### src/hdl/radio_cmd_pkg.sv
// constants for the radio command decoder: register map, command ids, status codes
// assumes a 32-bit axi4-lite slave with byte addresses and one word per register
package radio_cmd_pkg;
  // register byte addresses
  localparam logic [7:0] ADDR_CMD          = 8'h00;
  localparam logic [7:0] ADDR_STATUS       = 8'h04;
  localparam logic [7:0] ADDR_QUERY_RESULT = 8'h08;
  localparam logic [7:0] ADDR_CHAN_WHITEN  = 8'h0C;
  localparam logic [7:0] ADDR_PARAM_PTR    = 8'h10;
  localparam logic [7:0] ADDR_RESULT_PTR   = 8'h14;
  localparam logic [7:0] ADDR_PAYLOAD_DESC = 8'h18;
  localparam logic [7:0] ADDR_NEW_DATA_PTR = 8'h1C;
  localparam logic [7:0] ADDR_TARGET_PTR   = 8'h20;
  localparam logic [7:0] ADDR_RX_QUEUE     = 8'h24;
  localparam logic [7:0] ADDR_TX_QUEUE     = 8'h28;
  localparam logic [7:0] ADDR_QUEUE_CFG    = 8'h2C;
  localparam logic [7:0] ADDR_ACCESS_WORD  = 8'h30;
  localparam logic [7:0] ADDR_SEED_TRIG    = 8'h34;
  localparam logic [7:0] ADDR_TIMEOUT_TIME = 8'h38;
  localparam logic [7:0] ADDR_CLOSE_TRIG   = 8'h3C;
  localparam logic [7:0] ADDR_CLOSE_TIME   = 8'h40;
  localparam logic [7:0] ADDR_RADIO_STATE  = 8'h44;
  // command word: identifier in the upper half
  localparam int CMD_ID_LSB = 16;
  // command identifiers
  localparam logic [15:0] ID_FG_STOP        = 16'h2C01;
  localparam logic [15:0] ID_CLEAR_QUERY    = 16'h2C02;
  localparam logic [15:0] ID_PAYLOAD_UPDATE = 16'h1001;
  localparam logic [15:0] ID_LE_OP_FIRST    = 16'h1801;
  localparam logic [15:0] ID_LE_OP_LAST     = 16'h180A;
  // command status word codes
  localparam logic [7:0] STA_IDLE          = 8'h00;
  localparam logic [7:0] STA_DONE          = 8'h01;
  localparam logic [7:0] STA_PARAM_ERROR   = 8'h82;
  localparam logic [7:0] STA_UNKNOWN_CMD   = 8'h83;
  localparam logic [7:0] STA_WRONG_CONTEXT = 8'h85;
  // signal strength marker for no valid reading
  localparam logic [7:0] STRENGTH_INVALID = 8'h80;
  // channel byte ranges
  localparam logic [7:0] CHAN_PROTO_LAST   = 8'd39;
  localparam logic [7:0] CHAN_CUSTOM_FIRST = 8'd60;
  localparam logic [7:0] CHAN_CUSTOM_LAST  = 8'd207;
  localparam logic [7:0] CHAN_KEEP         = 8'd255;
  localparam logic [11:0] CUSTOM_BASE_MHZ  = 12'd2300;
  // whitening byte fields
  localparam int WHITEN_OVERRIDE_BIT = 7;
  // common header length; channel byte sits right after it
  localparam int HEADER_BYTES       = 14;
  localparam int CHAN_BYTE_INDEX    = HEADER_BYTES;
  localparam int WHITEN_BYTE_INDEX  = HEADER_BYTES + 1;
  // payload kinds
  localparam logic [7:0] KIND_ADVERT_DATA = 8'd0;
  localparam logic [7:0] KIND_SCAN_RESP   = 8'd1;
  // queue config word byte positions
  localparam int CFG_SEQ_LSB  = 8;
  localparam int CFG_NACK_LSB = 16;
  localparam int CFG_PKT_LSB  = 24;
  // query result field positions
  localparam int RES_PEAK_LSB   = 8;
  localparam int RES_COMBINED   = 16;
  localparam int RES_ENERGY     = 17;
  localparam int RES_CORRELATOR = 18;
  localparam int RES_SYNCWORD   = 19;
  // axi responses
  localparam logic [1:0] RESP_OKAY   = 2'b00;
  localparam logic [1:0] RESP_SLVERR = 2'b10;
endpackage : radio_cmd_pkg

### src/hdl/channel_byte_decode.sv
// channel and whitening byte decode for the common radio operation structure
// assumes bytes come straight from the channel register; purely combinational
`timescale 1ns/100ps
module channel_byte_decode
  import radio_cmd_pkg::*;
(
  input  wire logic [7:0]  channel_i,
  input  wire logic [7:0]  whitening_i,
  output logic             legal_o,
  output logic             keep_freq_o,
  output logic             custom_o,
  output logic [11:0]      freq_mhz_o,
  output logic             whiten_en_o,
  output logic             whiten_default_o,
  output logic [6:0]       whiten_seed_o
);
  logic proto;
  logic override;

  always_comb begin
    proto       = (channel_i <= CHAN_PROTO_LAST);
    custom_o    = (channel_i >= CHAN_CUSTOM_FIRST) && (channel_i <= CHAN_CUSTOM_LAST);
    keep_freq_o = (channel_i == CHAN_KEEP);
    legal_o     = proto || custom_o || keep_freq_o;
    freq_mhz_o  = CUSTOM_BASE_MHZ + {4'h0, channel_i};
    override    = whitening_i[WHITEN_OVERRIDE_BIT];
    whiten_seed_o = whitening_i[6:0];
    if (override || custom_o) begin
      whiten_default_o = 1'b0;
      whiten_en_o      = (whitening_i[6:0] != 7'h00);
    end else begin
      whiten_default_o = 1'b1;
      whiten_en_o      = 1'b1;
    end
  end
endmodule : channel_byte_decode

### src/hdl/strength_tracker.sv
// peak signal strength since the background operation began
// assumes strength samples and activity level are on the core clock
`timescale 1ns/100ps
module strength_tracker
  import radio_cmd_pkg::*;
(
  input  wire logic        clk_i,
  input  wire logic        srst_i,
  input  wire logic        ce_i,
  input  wire logic        bg_active_i,
  input  wire logic [7:0]  strength_i,
  input  wire logic        strength_valid_i,
  output logic [7:0]       peak_o,
  output logic             peak_valid_o
);
  typedef struct packed {
    logic       bg_seen;
    logic       valid;
    logic [7:0] peak;
  } track_s;

  track_s q;
  track_s d;

  always_comb begin
    d = q;
    d.bg_seen = bg_active_i;
    // restart on a new background operation
    if (bg_active_i && !q.bg_seen) begin
      d.valid = 1'b0;
    end
    if (bg_active_i && strength_valid_i) begin
      // signed dBm reading
      if (!d.valid || ($signed(strength_i) > $signed(d.peak))) begin
        d.peak  = strength_i;
        d.valid = 1'b1;
      end
    end
  end

  always_ff @(posedge clk_i) begin
    if (srst_i) begin
      q <= '0;
    end else if (ce_i) begin
      q <= d;
    end
  end

  assign peak_o       = q.peak;
  assign peak_valid_o = q.valid;
endmodule : strength_tracker

### src/hdl/radio_command_decoder.sv
// radio command decoder: axi4-lite register file, command dispatch and query answers
// assumes radio status inputs are synchronous to CLK_I; one command in flight at a time
//
// Contract
// - foreground stop ends the foreground operation gracefully; background keeps running.
// - foreground stop always reports done; no action without a foreground operation.
// - status for stop may be written before the foreground operation finishes.
// - foreground stop has no parameters and is accepted as identifier alone.
// - query returns present strength and peak since background operation start.
// - query returns combined, energy, correlator and syncword clear states.
// - without a valid strength reading both strength fields hold the marker.
// - query reports wrong context without background receive, else done.
// - low-energy operation identifiers decode as ten consecutive values.
// - one low-energy immediate command replaces the advertiser payload.
// - structure fields little-endian, aligned, bit zero least significant.
// - write-only fields never modified; read-write fields may be updated.
// - channel byte selects protocol channel, custom frequency, or keeps frequency.
// - whitener seed from bits 0-6 when overridden or custom; zero disables.
// - override clear gives default whitening; set uses supplied seed.
// - parameter and result pointers fetched; null result pointer stores nothing.
// - operation structure starts with 14-byte common header.
// - slave list holds queues, config, sequence state and zero-unlimited limits.
// - slave list holds four-byte access word then three-byte checksum seed.
// - slave list holds timeout trigger/time, reserved bytes, close trigger/time.
//
// Added by the designer: the placing of the registers and the AXI4-Lite slave port.
`timescale 1ns/100ps
module radio_command_decoder
  import radio_cmd_pkg::*;
(
  input  wire logic        CLK_I,
  input  wire logic        SRST_I,
  input  wire logic        CE_I,
  // axi4-lite slave
  input  wire logic [7:0]  AWADDR_I,
  input  wire logic        AWVALID_I,
  output logic             AWREADY_O,
  input  wire logic [31:0] WDATA_I,
  input  wire logic [3:0]  WSTRB_I,
  input  wire logic        WVALID_I,
  output logic             WREADY_O,
  output logic [1:0]       BRESP_O,
  output logic             BVALID_O,
  input  wire logic        BREADY_I,
  input  wire logic [7:0]  ARADDR_I,
  input  wire logic        ARVALID_I,
  output logic             ARREADY_O,
  output logic [31:0]      RDATA_O,
  output logic [1:0]       RRESP_O,
  output logic             RVALID_O,
  input  wire logic        RREADY_I,
  // radio core status
  input  wire logic        FG_ACTIVE_I,
  input  wire logic        BG_RX_ACTIVE_I,
  input  wire logic        BG_RX_SUSPENDED_I,
  input  wire logic [7:0]  STRENGTH_I,
  input  wire logic        STRENGTH_VALID_I,
  input  wire logic        COMBINED_CLEAR_I,
  input  wire logic        ENERGY_CLEAR_I,
  input  wire logic        CORRELATOR_CLEAR_I,
  input  wire logic        SYNCWORD_CLEAR_I,
  input  wire logic        SEQ_STATE_WE_I,
  input  wire logic [7:0]  SEQ_STATE_I,
  // radio core control
  output logic             FG_STOP_O,
  output logic             OP_START_O,
  output logic [3:0]       OP_INDEX_O,
  output logic             PAYLOAD_UPDATE_O,
  output logic             FREQ_KEEP_O,
  output logic             FREQ_CUSTOM_O,
  output logic [11:0]      FREQ_MHZ_O,
  output logic [5:0]       PROTO_CHANNEL_O,
  output logic             WHITEN_EN_O,
  output logic             WHITEN_DEFAULT_O,
  output logic [6:0]       WHITEN_SEED_O,
  output logic             STORE_RESULTS_O,
  output logic             NACK_LIMITED_O,
  output logic             PKT_LIMITED_O
);
  typedef struct packed {
    logic        aw_have;
    logic [7:0]  aw_addr;
    logic        w_have;
    logic [31:0] w_data;
    logic [3:0]  w_strb;
    logic        aw_rdy;
    logic        w_rdy;
    logic        ar_rdy;
    logic        bvalid;
    logic [1:0]  bresp;
    logic        rvalid;
    logic [1:0]  rresp;
    logic [31:0] rdata;
    logic [31:0] cmd_word;
    logic [7:0]  status;
    logic [31:0] query_result;
    logic [15:0] chan_whiten;
    logic [31:0] param_ptr;
    logic [31:0] result_ptr;
    logic [31:0] payload_desc;
    logic [31:0] new_data_ptr;
    logic [31:0] target_ptr;
    logic [31:0] rx_queue;
    logic [31:0] tx_queue;
    logic [31:0] queue_cfg;
    logic [31:0] access_word;
    logic [31:0] seed_trig;
    logic [31:0] timeout_time;
    logic [7:0]  close_trig;
    logic [31:0] close_time;
    logic        fg_stop;
    logic        op_start;
    logic [3:0]  op_index;
    logic        payload_upd;
    logic        freq_keep;
    logic        freq_custom;
    logic [11:0] freq_mhz;
    logic [5:0]  proto_chan;
    logic        whiten_en;
    logic        whiten_default;
    logic [6:0]  whiten_seed;
    logic        store_results;
    logic        nack_lim;
    logic        pkt_lim;
  } state_s;

  state_s q;
  state_s d;

  logic        ch_legal;
  logic        ch_keep;
  logic        ch_custom;
  logic [11:0] ch_mhz;
  logic        ch_wh_en;
  logic        ch_wh_def;
  logic [6:0]  ch_wh_seed;
  logic [7:0]  peak;
  logic        peak_valid;

  // byte-lane merge shared by every writable register
  function automatic logic [31:0] lane_merge(input logic [31:0] old_v, input logic [31:0] new_v,
                                             input logic [3:0] strb);
    logic [31:0] r;
    r = old_v;
    for (int i = 0; i < 4; i++) begin
      if (strb[i]) begin
        r[i*8 +: 8] = new_v[i*8 +: 8];
      end
    end
    return r;
  endfunction : lane_merge

  channel_byte_decode u_chan (
    .channel_i        (q.chan_whiten[7:0]),
    .whitening_i      (q.chan_whiten[15:8]),
    .legal_o          (ch_legal),
    .keep_freq_o      (ch_keep),
    .custom_o         (ch_custom),
    .freq_mhz_o       (ch_mhz),
    .whiten_en_o      (ch_wh_en),
    .whiten_default_o (ch_wh_def),
    .whiten_seed_o    (ch_wh_seed)
  );

  strength_tracker u_peak (
    .clk_i            (CLK_I),
    .srst_i           (SRST_I),
    .ce_i             (CE_I),
    .bg_active_i      (BG_RX_ACTIVE_I),
    .strength_i       (STRENGTH_I),
    .strength_valid_i (STRENGTH_VALID_I),
    .peak_o           (peak),
    .peak_valid_o     (peak_valid)
  );

  always_comb begin
    logic [15:0] cmd_id;
    logic [31:0] wv;
    logic        mapped;
    logic [15:0] op_off;
    cmd_id = 16'h0000;
    wv     = 32'h0000_0000;
    mapped = 1'b0;
    op_off = 16'h0000;
    d = q;
    d.fg_stop     = 1'b0;
    d.op_start    = 1'b0;
    d.payload_upd = 1'b0;

    // write channel: address and data taken in either order
    if (q.bvalid && BREADY_I) begin
      d.bvalid = 1'b0;
    end
    if (AWVALID_I && q.aw_rdy) begin
      d.aw_have = 1'b1;
      d.aw_addr = AWADDR_I;
    end
    if (WVALID_I && q.w_rdy) begin
      d.w_have = 1'b1;
      d.w_data = WDATA_I;
      d.w_strb = WSTRB_I;
    end
    if (d.aw_have && d.w_have && !d.bvalid) begin
      d.aw_have = 1'b0;
      d.w_have  = 1'b0;
      d.bvalid  = 1'b1;
      mapped    = 1'b1;
      case ({d.aw_addr[7:2], 2'b00})
        ADDR_CMD: begin
          wv       = lane_merge(q.cmd_word, d.w_data, d.w_strb);
          d.cmd_word = wv;
          cmd_id   = wv[CMD_ID_LSB +: 16];
          op_off   = cmd_id - ID_LE_OP_FIRST;
          if (cmd_id == ID_FG_STOP) begin
            // identifier alone is enough; low half is not looked at
            d.fg_stop = FG_ACTIVE_I;
            d.status  = STA_DONE;
          end else if (cmd_id == ID_CLEAR_QUERY) begin
            if (BG_RX_ACTIVE_I || BG_RX_SUSPENDED_I) begin
              d.query_result = 32'h0000_0000;
              d.query_result[7:0] = STRENGTH_VALID_I ? STRENGTH_I : STRENGTH_INVALID;
              d.query_result[RES_PEAK_LSB +: 8] = peak_valid ? peak : STRENGTH_INVALID;
              d.query_result[RES_COMBINED]   = COMBINED_CLEAR_I;
              d.query_result[RES_ENERGY]     = ENERGY_CLEAR_I;
              d.query_result[RES_CORRELATOR] = CORRELATOR_CLEAR_I;
              d.query_result[RES_SYNCWORD]   = SYNCWORD_CLEAR_I;
              d.status = STA_DONE;
            end else begin
              // stale answer left untouched when the context is wrong
              d.status = STA_WRONG_CONTEXT;
            end
          end else if (cmd_id == ID_PAYLOAD_UPDATE) begin
            if (q.payload_desc[23:16] == KIND_ADVERT_DATA || q.payload_desc[23:16] == KIND_SCAN_RESP) begin
              d.payload_upd = 1'b1;
              d.status      = STA_DONE;
            end else begin
              d.status = STA_PARAM_ERROR;
            end
          end else if (cmd_id >= ID_LE_OP_FIRST && cmd_id <= ID_LE_OP_LAST) begin
            if (ch_legal) begin
              d.op_start       = 1'b1;
              d.op_index       = op_off[3:0];
              d.freq_keep      = ch_keep;
              d.freq_custom    = ch_custom;
              d.freq_mhz       = ch_mhz;
              d.proto_chan     = q.chan_whiten[5:0];
              d.whiten_en      = ch_wh_en;
              d.whiten_default = ch_wh_def;
              d.whiten_seed    = ch_wh_seed;
              d.store_results  = (q.result_ptr != 32'h0000_0000);
              d.status         = STA_DONE;
            end else begin
              d.status = STA_PARAM_ERROR;
            end
          end else begin
            d.status = STA_UNKNOWN_CMD;
          end
        end
        ADDR_CHAN_WHITEN: begin
          wv            = lane_merge({16'h0000, q.chan_whiten}, d.w_data, d.w_strb);
          d.chan_whiten = wv[15:0];
        end
        ADDR_PARAM_PTR:    d.param_ptr    = lane_merge(q.param_ptr, d.w_data, d.w_strb);
        ADDR_RESULT_PTR:   d.result_ptr   = lane_merge(q.result_ptr, d.w_data, d.w_strb);
        ADDR_PAYLOAD_DESC: d.payload_desc = lane_merge(q.payload_desc, d.w_data, d.w_strb);
        ADDR_NEW_DATA_PTR: d.new_data_ptr = lane_merge(q.new_data_ptr, d.w_data, d.w_strb);
        ADDR_TARGET_PTR:   d.target_ptr   = lane_merge(q.target_ptr, d.w_data, d.w_strb);
        ADDR_RX_QUEUE:     d.rx_queue     = lane_merge(q.rx_queue, d.w_data, d.w_strb);
        ADDR_TX_QUEUE:     d.tx_queue     = lane_merge(q.tx_queue, d.w_data, d.w_strb);
        ADDR_QUEUE_CFG:    d.queue_cfg    = lane_merge(q.queue_cfg, d.w_data, d.w_strb);
        ADDR_ACCESS_WORD:  d.access_word  = lane_merge(q.access_word, d.w_data, d.w_strb);
        ADDR_SEED_TRIG:    d.seed_trig    = lane_merge(q.seed_trig, d.w_data, d.w_strb);
        ADDR_TIMEOUT_TIME: d.timeout_time = lane_merge(q.timeout_time, d.w_data, d.w_strb);
        ADDR_CLOSE_TRIG: begin
          // bytes 0..2 are reserved; only the trigger byte is kept
          wv           = lane_merge({q.close_trig, 24'h00_0000}, d.w_data, d.w_strb);
          d.close_trig = wv[31:24];
        end
        ADDR_CLOSE_TIME:   d.close_time   = lane_merge(q.close_time, d.w_data, d.w_strb);
        ADDR_STATUS, ADDR_QUERY_RESULT, ADDR_RADIO_STATE: mapped = 1'b1;
        default:           mapped = 1'b0;
      endcase
      d.bresp = mapped ? RESP_OKAY : RESP_SLVERR;
    end
    // sequence state is the only field the radio side may change
    if (SEQ_STATE_WE_I) begin
      d.queue_cfg[CFG_SEQ_LSB +: 8] = SEQ_STATE_I;
    end
    // zero means no limit
    d.nack_lim = (d.queue_cfg[CFG_NACK_LSB +: 8] != 8'h00);
    d.pkt_lim  = (d.queue_cfg[CFG_PKT_LSB +: 8] != 8'h00);
    d.aw_rdy = !d.aw_have && !d.bvalid;
    d.w_rdy  = !d.w_have && !d.bvalid;

    // read channel
    if (q.rvalid && RREADY_I) begin
      d.rvalid = 1'b0;
    end
    if (ARVALID_I && q.ar_rdy) begin
      d.rvalid = 1'b1;
      d.rresp  = RESP_OKAY;
      case ({ARADDR_I[7:2], 2'b00})
        ADDR_CMD:          d.rdata = q.cmd_word;
        ADDR_STATUS:       d.rdata = {24'h00_0000, q.status};
        ADDR_QUERY_RESULT: d.rdata = q.query_result;
        ADDR_CHAN_WHITEN:  d.rdata = {16'h0000, q.chan_whiten};
        ADDR_PARAM_PTR:    d.rdata = q.param_ptr;
        ADDR_RESULT_PTR:   d.rdata = q.result_ptr;
        ADDR_PAYLOAD_DESC: d.rdata = q.payload_desc;
        ADDR_NEW_DATA_PTR: d.rdata = q.new_data_ptr;
        ADDR_TARGET_PTR:   d.rdata = q.target_ptr;
        ADDR_RX_QUEUE:     d.rdata = q.rx_queue;
        ADDR_TX_QUEUE:     d.rdata = q.tx_queue;
        ADDR_QUEUE_CFG:    d.rdata = q.queue_cfg;
        ADDR_ACCESS_WORD:  d.rdata = q.access_word;
        ADDR_SEED_TRIG:    d.rdata = q.seed_trig;
        ADDR_TIMEOUT_TIME: d.rdata = q.timeout_time;
        ADDR_CLOSE_TRIG:   d.rdata = {q.close_trig, 24'h00_0000};
        ADDR_CLOSE_TIME:   d.rdata = q.close_time;
        ADDR_RADIO_STATE:  d.rdata = {16'h0000, peak, 4'h0, peak_valid, BG_RX_SUSPENDED_I,
                                      BG_RX_ACTIVE_I, FG_ACTIVE_I};
        default: begin
          d.rdata = 32'h0000_0000;
          d.rresp = RESP_SLVERR;
        end
      endcase
    end
    d.ar_rdy = !d.rvalid;
  end

  always_ff @(posedge CLK_I) begin
    if (SRST_I) begin
      q        <= '0;
      q.aw_rdy <= 1'b1;
      q.w_rdy  <= 1'b1;
      q.ar_rdy <= 1'b1;
      q.status <= STA_IDLE;
    end else if (CE_I) begin
      q <= d;
    end
  end

  assign AWREADY_O            = q.aw_rdy;
  assign WREADY_O             = q.w_rdy;
  assign BVALID_O             = q.bvalid;
  assign BRESP_O              = q.bresp;
  assign ARREADY_O            = q.ar_rdy;
  assign RVALID_O             = q.rvalid;
  assign RRESP_O              = q.rresp;
  assign RDATA_O              = q.rdata;
  assign FG_STOP_O            = q.fg_stop;
  assign OP_START_O           = q.op_start;
  assign OP_INDEX_O           = q.op_index;
  assign PAYLOAD_UPDATE_O     = q.payload_upd;
  assign FREQ_KEEP_O          = q.freq_keep;
  assign FREQ_CUSTOM_O        = q.freq_custom;
  assign FREQ_MHZ_O           = q.freq_mhz;
  assign PROTO_CHANNEL_O      = q.proto_chan;
  assign WHITEN_EN_O          = q.whiten_en;
  assign WHITEN_DEFAULT_O     = q.whiten_default;
  assign WHITEN_SEED_O        = q.whiten_seed;
  assign STORE_RESULTS_O      = q.store_results;
  assign NACK_LIMITED_O       = q.nack_lim;
  assign PKT_LIMITED_O        = q.pkt_lim;
endmodule : radio_command_decoder

### config.mk
export PLATFORM = sky130hd
export DESIGN_NAME = radio_command_decoder
export DESIGN_NICKNAME = d
export VERILOG_FILES = /design/src/hdl/radio_cmd_pkg.sv /design/src/hdl/channel_byte_decode.sv /design/src/hdl/strength_tracker.sv /design/src/hdl/radio_command_decoder.sv
export SDC_FILE = /design/constraint.sdc
export NUM_CORES = 1
export LEC_CHECK = 0
export CELL_PAD_IN_SITES_DETAIL_PLACEMENT = 0
export CELL_PAD_IN_SITES_GLOBAL_PLACEMENT = 2
export CORE_UTILIZATION = 35
export DETAILED_ROUTE_END_ITERATION = 10
export DONT_BUFFER_PORTS = 1
export PLACE_DENSITY_LB_ADDON = 0.1
export SLEW_MARGIN = 5
export SYNTH_ARGS = -nofsm -noshare
export SYNTH_HDL_FRONTEND = slang
export SYNTH_HIERARCHICAL = 1
export SYNTH_SLANG_ARGS = --single-unit
### constraint.sdc
create_clock -name CLK_I -period 3.9 [get_ports CLK_I]
set_input_delay 0.78 -clock CLK_I [delete_from_list [all_inputs] [get_ports CLK_I]]
set_output_delay 0.78 -clock CLK_I [all_outputs]
set_load 0.05 [all_outputs]
-- Yosys cells after proc, flatten, opt, wreduce, memory -nomap -nowiden
Cells that the tools add are included.
Widths: inputs -> output; s select.
- flip-flop bits (word level): 604
- bits of input ports: 85
- output and inout port bits: 80
- word-level logic and storage cells: 306
- add/sub/neg operators: 2
- $lt $le $gt $ge: 6
- equality and inequality tests: 39
- muxes and demuxes: 74
- bitwise gates (word level): 3
- reductions and logical operators: 96
- operators by type and width (kind ; count):
    $pmux 32 s18 ; 1
    $mux 8 ; 38
    $mux 205 ; 1
    $reduce_and 4->1 ; 51
    $mux 32 ; 5
    $eq 6x4->1 const B ; 16
    $mux 30 ; 3
    $mux 37 ; 2
    $mux 36 ; 2
    $eq 6x3->1 const B ; 8
    $reduce_or 18->1 ; 2
    $mux 35 ; 1
    $eq 16x14->1 const B ; 2
    $reduce_bool 32->1 ; 1
    $mux 9 ; 3
    $eq 6x2->1 const B ; 4
    $eq 6x5->1 const B ; 4
    $eq 16x13->1 const B ; 1
    $ge 16x13->1 const B ; 1
    $le 16x13->1 const B ; 1
    $reduce_bool 8->1 ; 2
    $mux 5 ; 3
    $logic_and 1x1->1 ; 13
    $add 12x8->12 const A ; 1
    22 further kinds ; 54

-- Longest topological paths before layout
- depth after elaboration: 14
- gate-level depth with buffers: 14
- depth with buffers taken out: 11

-- By module
The synthesis kept the hierarchy.
- by module, submodules not included (module ; instances ; cells each ; area each (um^2) ; sequential area each (um^2)):
    radio_command_decoder ; 1 ; 2823 ; 24501.0 ; 11731.3
    strength_tracker ; 1 ; 84 ; 745.7 ; 200.2
    channel_byte_decode ; 1 ; 46 ; 314.1 ; 0.0

-- Least setup slack after synthesis
OpenSTA, ideal clock, no wires.
- path kind: input -> register
- start: in WVALID_I
- end: reg q (netlist bit FREQ_CUSTOM_O)
- library setup time: 128 ps
- data arrival time: 3597 ps
- required time: 3772 ps
- slack: 176 ps
- stages: 14
- path buffers: 4
- path through: and2_1 -> clkbuf_1 -> buf_1 -> mux2i_1 -> a21o_1 -> inv_1 -> ha_1 -> inv_1 -> a41oi_1 -> nand4_1 -> clkbuf_1 -> buf_2 -> mux2i_1 -> nor2_1
- cells in the longest elaborated chain, start to end: 8
- elaborated cells between the ends (all ways): 20
- classes of those cells: order compare: 2; eq/ne: 3; mux: 7; bitwise: 3; reduce/logical: 5
- RTL lines (element ; RTL line ; text):
    start, declared ; radio_command_decoder.sv:40 ; input wire logic WVALID_I,
    $logic_and 1x1->1 * ; radio_command_decoder.sv:198 ; if (WVALID_I && q.w_rdy) begin
    $mux 37 * ; radio_command_decoder.sv:198 ;
    $mux 8 ; radio_command_decoder.sv:146 ; if (strb[i]) begin
    $mux 8 ; radio_command_decoder.sv:208 ; case ({d.aw_addr[7:2], 2'b00})
    $mux 8 ; radio_command_decoder.sv:203 ; if (d.aw_have && d.w_have && !d.bvalid) begin
    $ge 16x13->1, or another cell as far along ; radio_command_decoder.sv:239 ; end else if (cmd_id >= ID_LE_OP_FIRST && cmd_id <= ID_LE_OP_LAST) begin
    $logic_and 1x1->1 / $not 1->1 (equally long branches) ; n/a ;
    $reduce_and 8->1 (no line) * ; n/a ;
    end, declared ; radio_command_decoder.sv:127 ; state_s q;
Mark *: on every way between the ends. The rest lies on a longest branch, timed or not. The select of a mux whose other input is x is not followed.
A chain may end at the register's enable or synchronous reset.

-- Final worst setup path
- start: reg q (netlist bit AWREADY_O)
- end: reg q[454] (netlist name)
- cells in the longest elaborated chain, start to end: 5
- elaborated cells between the ends (all ways): 6
- classes of those cells: mux: 1; reduce/logical: 5
- RTL lines (element ; RTL line ; text):
    $logic_and 1x1->1 * ; radio_command_decoder.sv:194 ; if (AWVALID_I && q.aw_rdy) begin
    $mux 9 * ; radio_command_decoder.sv:194 ;
    parallel branches: the longest is 2 deep, another holds $logic_not 6->1 ; n/a ;
    $reduce_and 6->1 (no line) * ; n/a ;
Every way passes the cells marked *.

==> flow_results.org <==
** Logic synthesis
- The portion of synthesized area spent on multiplexers is 0.04249.
- Of the total synthesized cell area, the portion taken by XOR and XNOR cells is 0.002056.
- The Yosys step of the flow raised 6 warnings.
- Cell Area, Synth :: 25,560 sq um
- Dominant combinational cell family by area after synthesis :: compound AO/OA/AOI/OAI gates
- Share of synthesized registers carrying an async set or reset :: 0
- Simple-Gate Fraction of Synth Area :: 0.1677
- The average instance in the mapped netlist occupies 8.656 sq um.
- Synth cell types :: 75
- The fraction of the mapped netlist area in compound gates is 0.2471.
- Part of the Yosys area used for sequential elements :: 0.4668
- Seq cells post-synth :: 596
- Counting every instance in the synthesized netlist gives 2,953.
- Primary FF master, synth :: dfxtp_1
- Adder-cell share of the synthesized area :: 0.006853
- Number of enable flip-flop cells after synthesis :: 0

** Flow run
- Total of max-cap violations :: 0

** Critical path
- Library cell contributing the largest single delay on the critical path :: o31ai_1
- In this run the critical register-to-register path is captured at q[454].
- For this run, the slowest stage of the critical path takes 840 ps.
- Tracing the worst setup path back leads to its startpoint at AWREADY_O.
- Critical path required time :: 4370 ps
- WP data arrival :: 3820 ps
- For the worst flop-to-flop path, the logic depth is 8.
- STA classifies the critical path startpoint as a register.
- Of all nets on the critical path, the largest fanout is 20.
- The worst setup path is captured at a register.
- The critical path goes through nand2_1 -> o31ai_1 -> nand2_1 -> nor4_2 -> buf_4 -> or4b_4 -> nor3b_2 -> nor3_1.
- Critical path type :: register to register
- Minimum setup slack among reg-to-reg paths :: 550 ps
- R2r startpoint :: AWREADY_O
- Capturing instance or port of the critical path :: q[454]
- Among the stages of the critical path, the cell type that occurs most often is nand2_1.

** Routing
- Total routed wirelength :: 100,300 microns
- Detailed-route wire length per cell :: 26.05 microns
- The detailed router finished its first iteration with 1,984 violations.
- The first detailed-routing pass took 7 iterations.
- Once detail routing completed, the nets flagged for antenna violations numbered 0.
- Using the TritonRoute via totals, the vias-per-cell ratio works out to 5.710.
- Number of vias in the routed layout :: 21,990
- Number of remaining DRC errors :: 0

** STA
- Setup violations remaining at the end of the flow were counted as 0.
- Tightest Pin Transition :: 1174 ps
- Max Clock Freq :: 0.2987 GHz
- Shortest clock period the worst path allows after layout :: 3348 ps
- Clock Skew :: 21.43 ps
- Sum of negative setup slack :: 0 ps
- Dividing the final minimum period by the clock period gives 0.8585.
- Count of final max-slew check failures :: 0
- The worst pin sits at a relative slew slack of 0.2170.
- Post-route setup slack :: 551.9 ps
- Unrepaired setup endpoints after global routing :: no
- Number of hold-slack violations in the final timing report :: 0

** Clock network
- For this design, the sink count on the clock tree is 596.
- After clock tree synthesis, the setup repair step added 0 buffers.
- In this run, post-CTS hold repair placed 0 buffers.
- Resized cells post-CTS :: 0
- Insertion delay to the later sink of the worst-skew pair :: 610 ps
- Clock buffers created by TritonCTS :: 70
- In this run the number of H-tree levels came out at 3.
- Clock-pin slew was measured on the worst setup and hold paths at 60 ps.
- Max clock buf depth :: 3
- CTS tree :: done
- Clock tree root driver cell :: clkbuf_16

** Place
- Timing analysis after detailed placement gives a worst setup slack of 337.4 ps.
- Once placement completed, the tool counted placed cells totaling 3,727.
- The congestion estimate from routability-driven global placement came to 0.8450.
- Once detailed placement completed, the half-perimeter wirelength came to 67,170 microns.
- I/O Buffers :: 0

** Global route
- The initial antenna violation count came to 1.
- In the global route stage, overall resource usage came out at 0.2649.
- Maximum number of pins on one net before global-route repair :: 575
- The via count of the first global-routing pass was 21,120.
- For this run the aggregate overflow at the end of global routing stands at 0.
- First-pass GRT wire length :: 146,500 microns

** Final layout
- Fill cells in the final layout number 7,298.
- Final core utilization :: 0.4017
- Area growth from synthesis to layout :: 12.92%
- For this run, the number of standard cells in the final layout without fillers is 3,851.
- After the last flow step, the layout net total stands at 2,948.
- In the final layout, the share of cells above drive strength 1 is 0.1175.
- Number of inserted diodes :: 0

** Floorplanning
- Core area :: 71,850 sq um
- Pin placement for this block handled 165 I/O pins.
- Die span in x :: 272.2 microns
- Number of standard-cell rows in the floorplan :: 98
- Starting utilization of the core area :: 0.3557
- The floorplan step set the die height to 272.2 microns.
- The die covers 74,110 sq um.

** Power
- The analysis attributes to cell leakage a power of 9.790 nW.
- Peak ir drop on the vdd network :: 0.0002715 V
- Summing internal, switching and leakage power gives 13.76 mW.
- Power per cell area :: 476.6 nW/um^2

** Min path
- Worst min path class :: primary input to register
- Hold path start :: SRST_I

** Run status
- The run finished with clean final reports.
routing by layer:
layer | wire length (microns) | part of all wire | vias to the layer above | GRT usage
met5 | 0 | 0 | - | 0
met4 | 2203 | 0.022 | 0 | 0.07170
met3 | 4809 | 0.048 | 117 | 0.03870
met2 | 49270 | 0.49 | 531 | 0.4605
met1 | 44050 | 0.44 | 10880 | 0.3399
li1 | - | - | 10470 | -
worst max-delay path, delay by kind of cell, from the launching register on:
| family | cells | cell delay, ps |
|---|---|---|
| simple gates | 6 | 1680 |
| flops | 1 | 470 |
| buf+inv | 1 | 210 |
| compound gates | 1 | 840 |
kinds of logic after synthesis:
kind of cell	after synthesis
XOR/XNOR	6
other	3
multiplexers	106
adder cells (fa/ha/maj)	14
AND/OR/NAND/NOR	991
flip-flops	596
AO/OA/AOI/OAI	873
buffers and inverters	364
metrics by stage:
stage	hold slack [ps]	cell area [sq um]
finish	254.7	28860
global route	268.4	28860
CTS	262.0	28860
detailed placement	447.4	26530
global placement	441.4	26530
floorplan	431.5	25570
synthesized netlist by cell type, types with 25 or more instances:
| cell type | n | area (sq um) |
|---|---|---|
| mux2i_1 | 95 | 950.9 |
| a22oi_1 | 167 | 1254 |
| a211oi_1 | 402 | 3018 |
| nand2_1 | 193 | 724.4 |
| nand2b_1 | 25 | 156.4 |
| a222oi_1 | 25 | 250.2 |
| nor3_1 | 25 | 125.1 |
| dfxtp_1 | 596 | 11930 |
| nor2_1 | 559 | 2098 |
| a21oi_1 | 145 | 725.7 |
| clkbuf_1 | 230 | 863.3 |
| o21ai_0 | 33 | 165.2 |
| buf_4 | 85 | 638.1 |
| nand4_1 | 40 | 250.2 |
| inv_1 | 32 | 120.1 |
| nand3_1 | 66 | 330.3 |
cells in the final DEF (no fill, tap or decap), types with 6 or more instances in the layout:
| master | count |
|---|---|
| o221a_2 | 22 |
| a211oi_1 | 402 |
| nor4_1 | 18 |
| or4_1 | 6 |
| clkinv_2 | 12 |
| nand2_1 | 193 |
| a221oi_1 | 16 |
| dfxtp_1 | 596 |
| inv_1 | 32 |
| nand3_1 | 65 |
| nand3b_1 | 6 |
| a21oi_1 | 145 |
| mux2i_1 | 95 |
| o21ai_0 | 33 |
| ha_1 | 14 |
| buf_12 | 8 |
| nor3_1 | 20 |
| mux2_2 | 10 |
| a22oi_1 | 167 |
| buf_4 | 145 |
| or2_2 | 10 |
| clkbuf_8 | 18 |
| nor2_1 | 549 |
| clkbuf_16 | 72 |
| and3_1 | 6 |
| nor2_4 | 7 |
| nand2b_1 | 25 |
| or3_1 | 10 |
| clkbuf_1 | 12 |
| a31oi_1 | 7 |
| nand4_1 | 40 |
| a222oi_1 | 25 |
| a22o_1 | 11 |
sequential cells by signal (all words and copies together), names as in the netlist, 4 cells and up:
signal and cells:
FREQ_MHZ_O 12, OP_INDEX_O 4, PROTO_CHANNEL_O 6, RDATA_O 32, WHITEN_SEED_O 7, q 508
u_peak/peak_o 8
worst min-delay path by stage:
stage,to,slack (ps),cells past startpoint
finish,q[445],250,1
global route,q[572],270,1
CTS,q[562],260,1
detailed placement,q[565],450,2
global placement,q[461],440,2
floorplan,q[459],430,2
power by group:
group	switching, mW	total, mW	internal [mW]
Combinational	0.525	0.765	0.240
Sequential	0.143	6.30	6.15
Clock	2.70	6.70	3.99
final cells by class:
type / count / area, sq um / area share
Inverter: 33 / 123.9 / 0.004292
Clock buffer: 102 / 2095 / 0.07257
Clock inverter: 22 / 237.7 / 0.008237
Sequential cell: 596 / 11930 / 0.4134
Tap cell: 950 / 1189 / 0.04118
Timing Repair Buffer: 153 / 1249 / 0.04326
Multi-Input combinational cell: 1995 / 12040 / 0.4171
(Power assumes the default switching activity.)
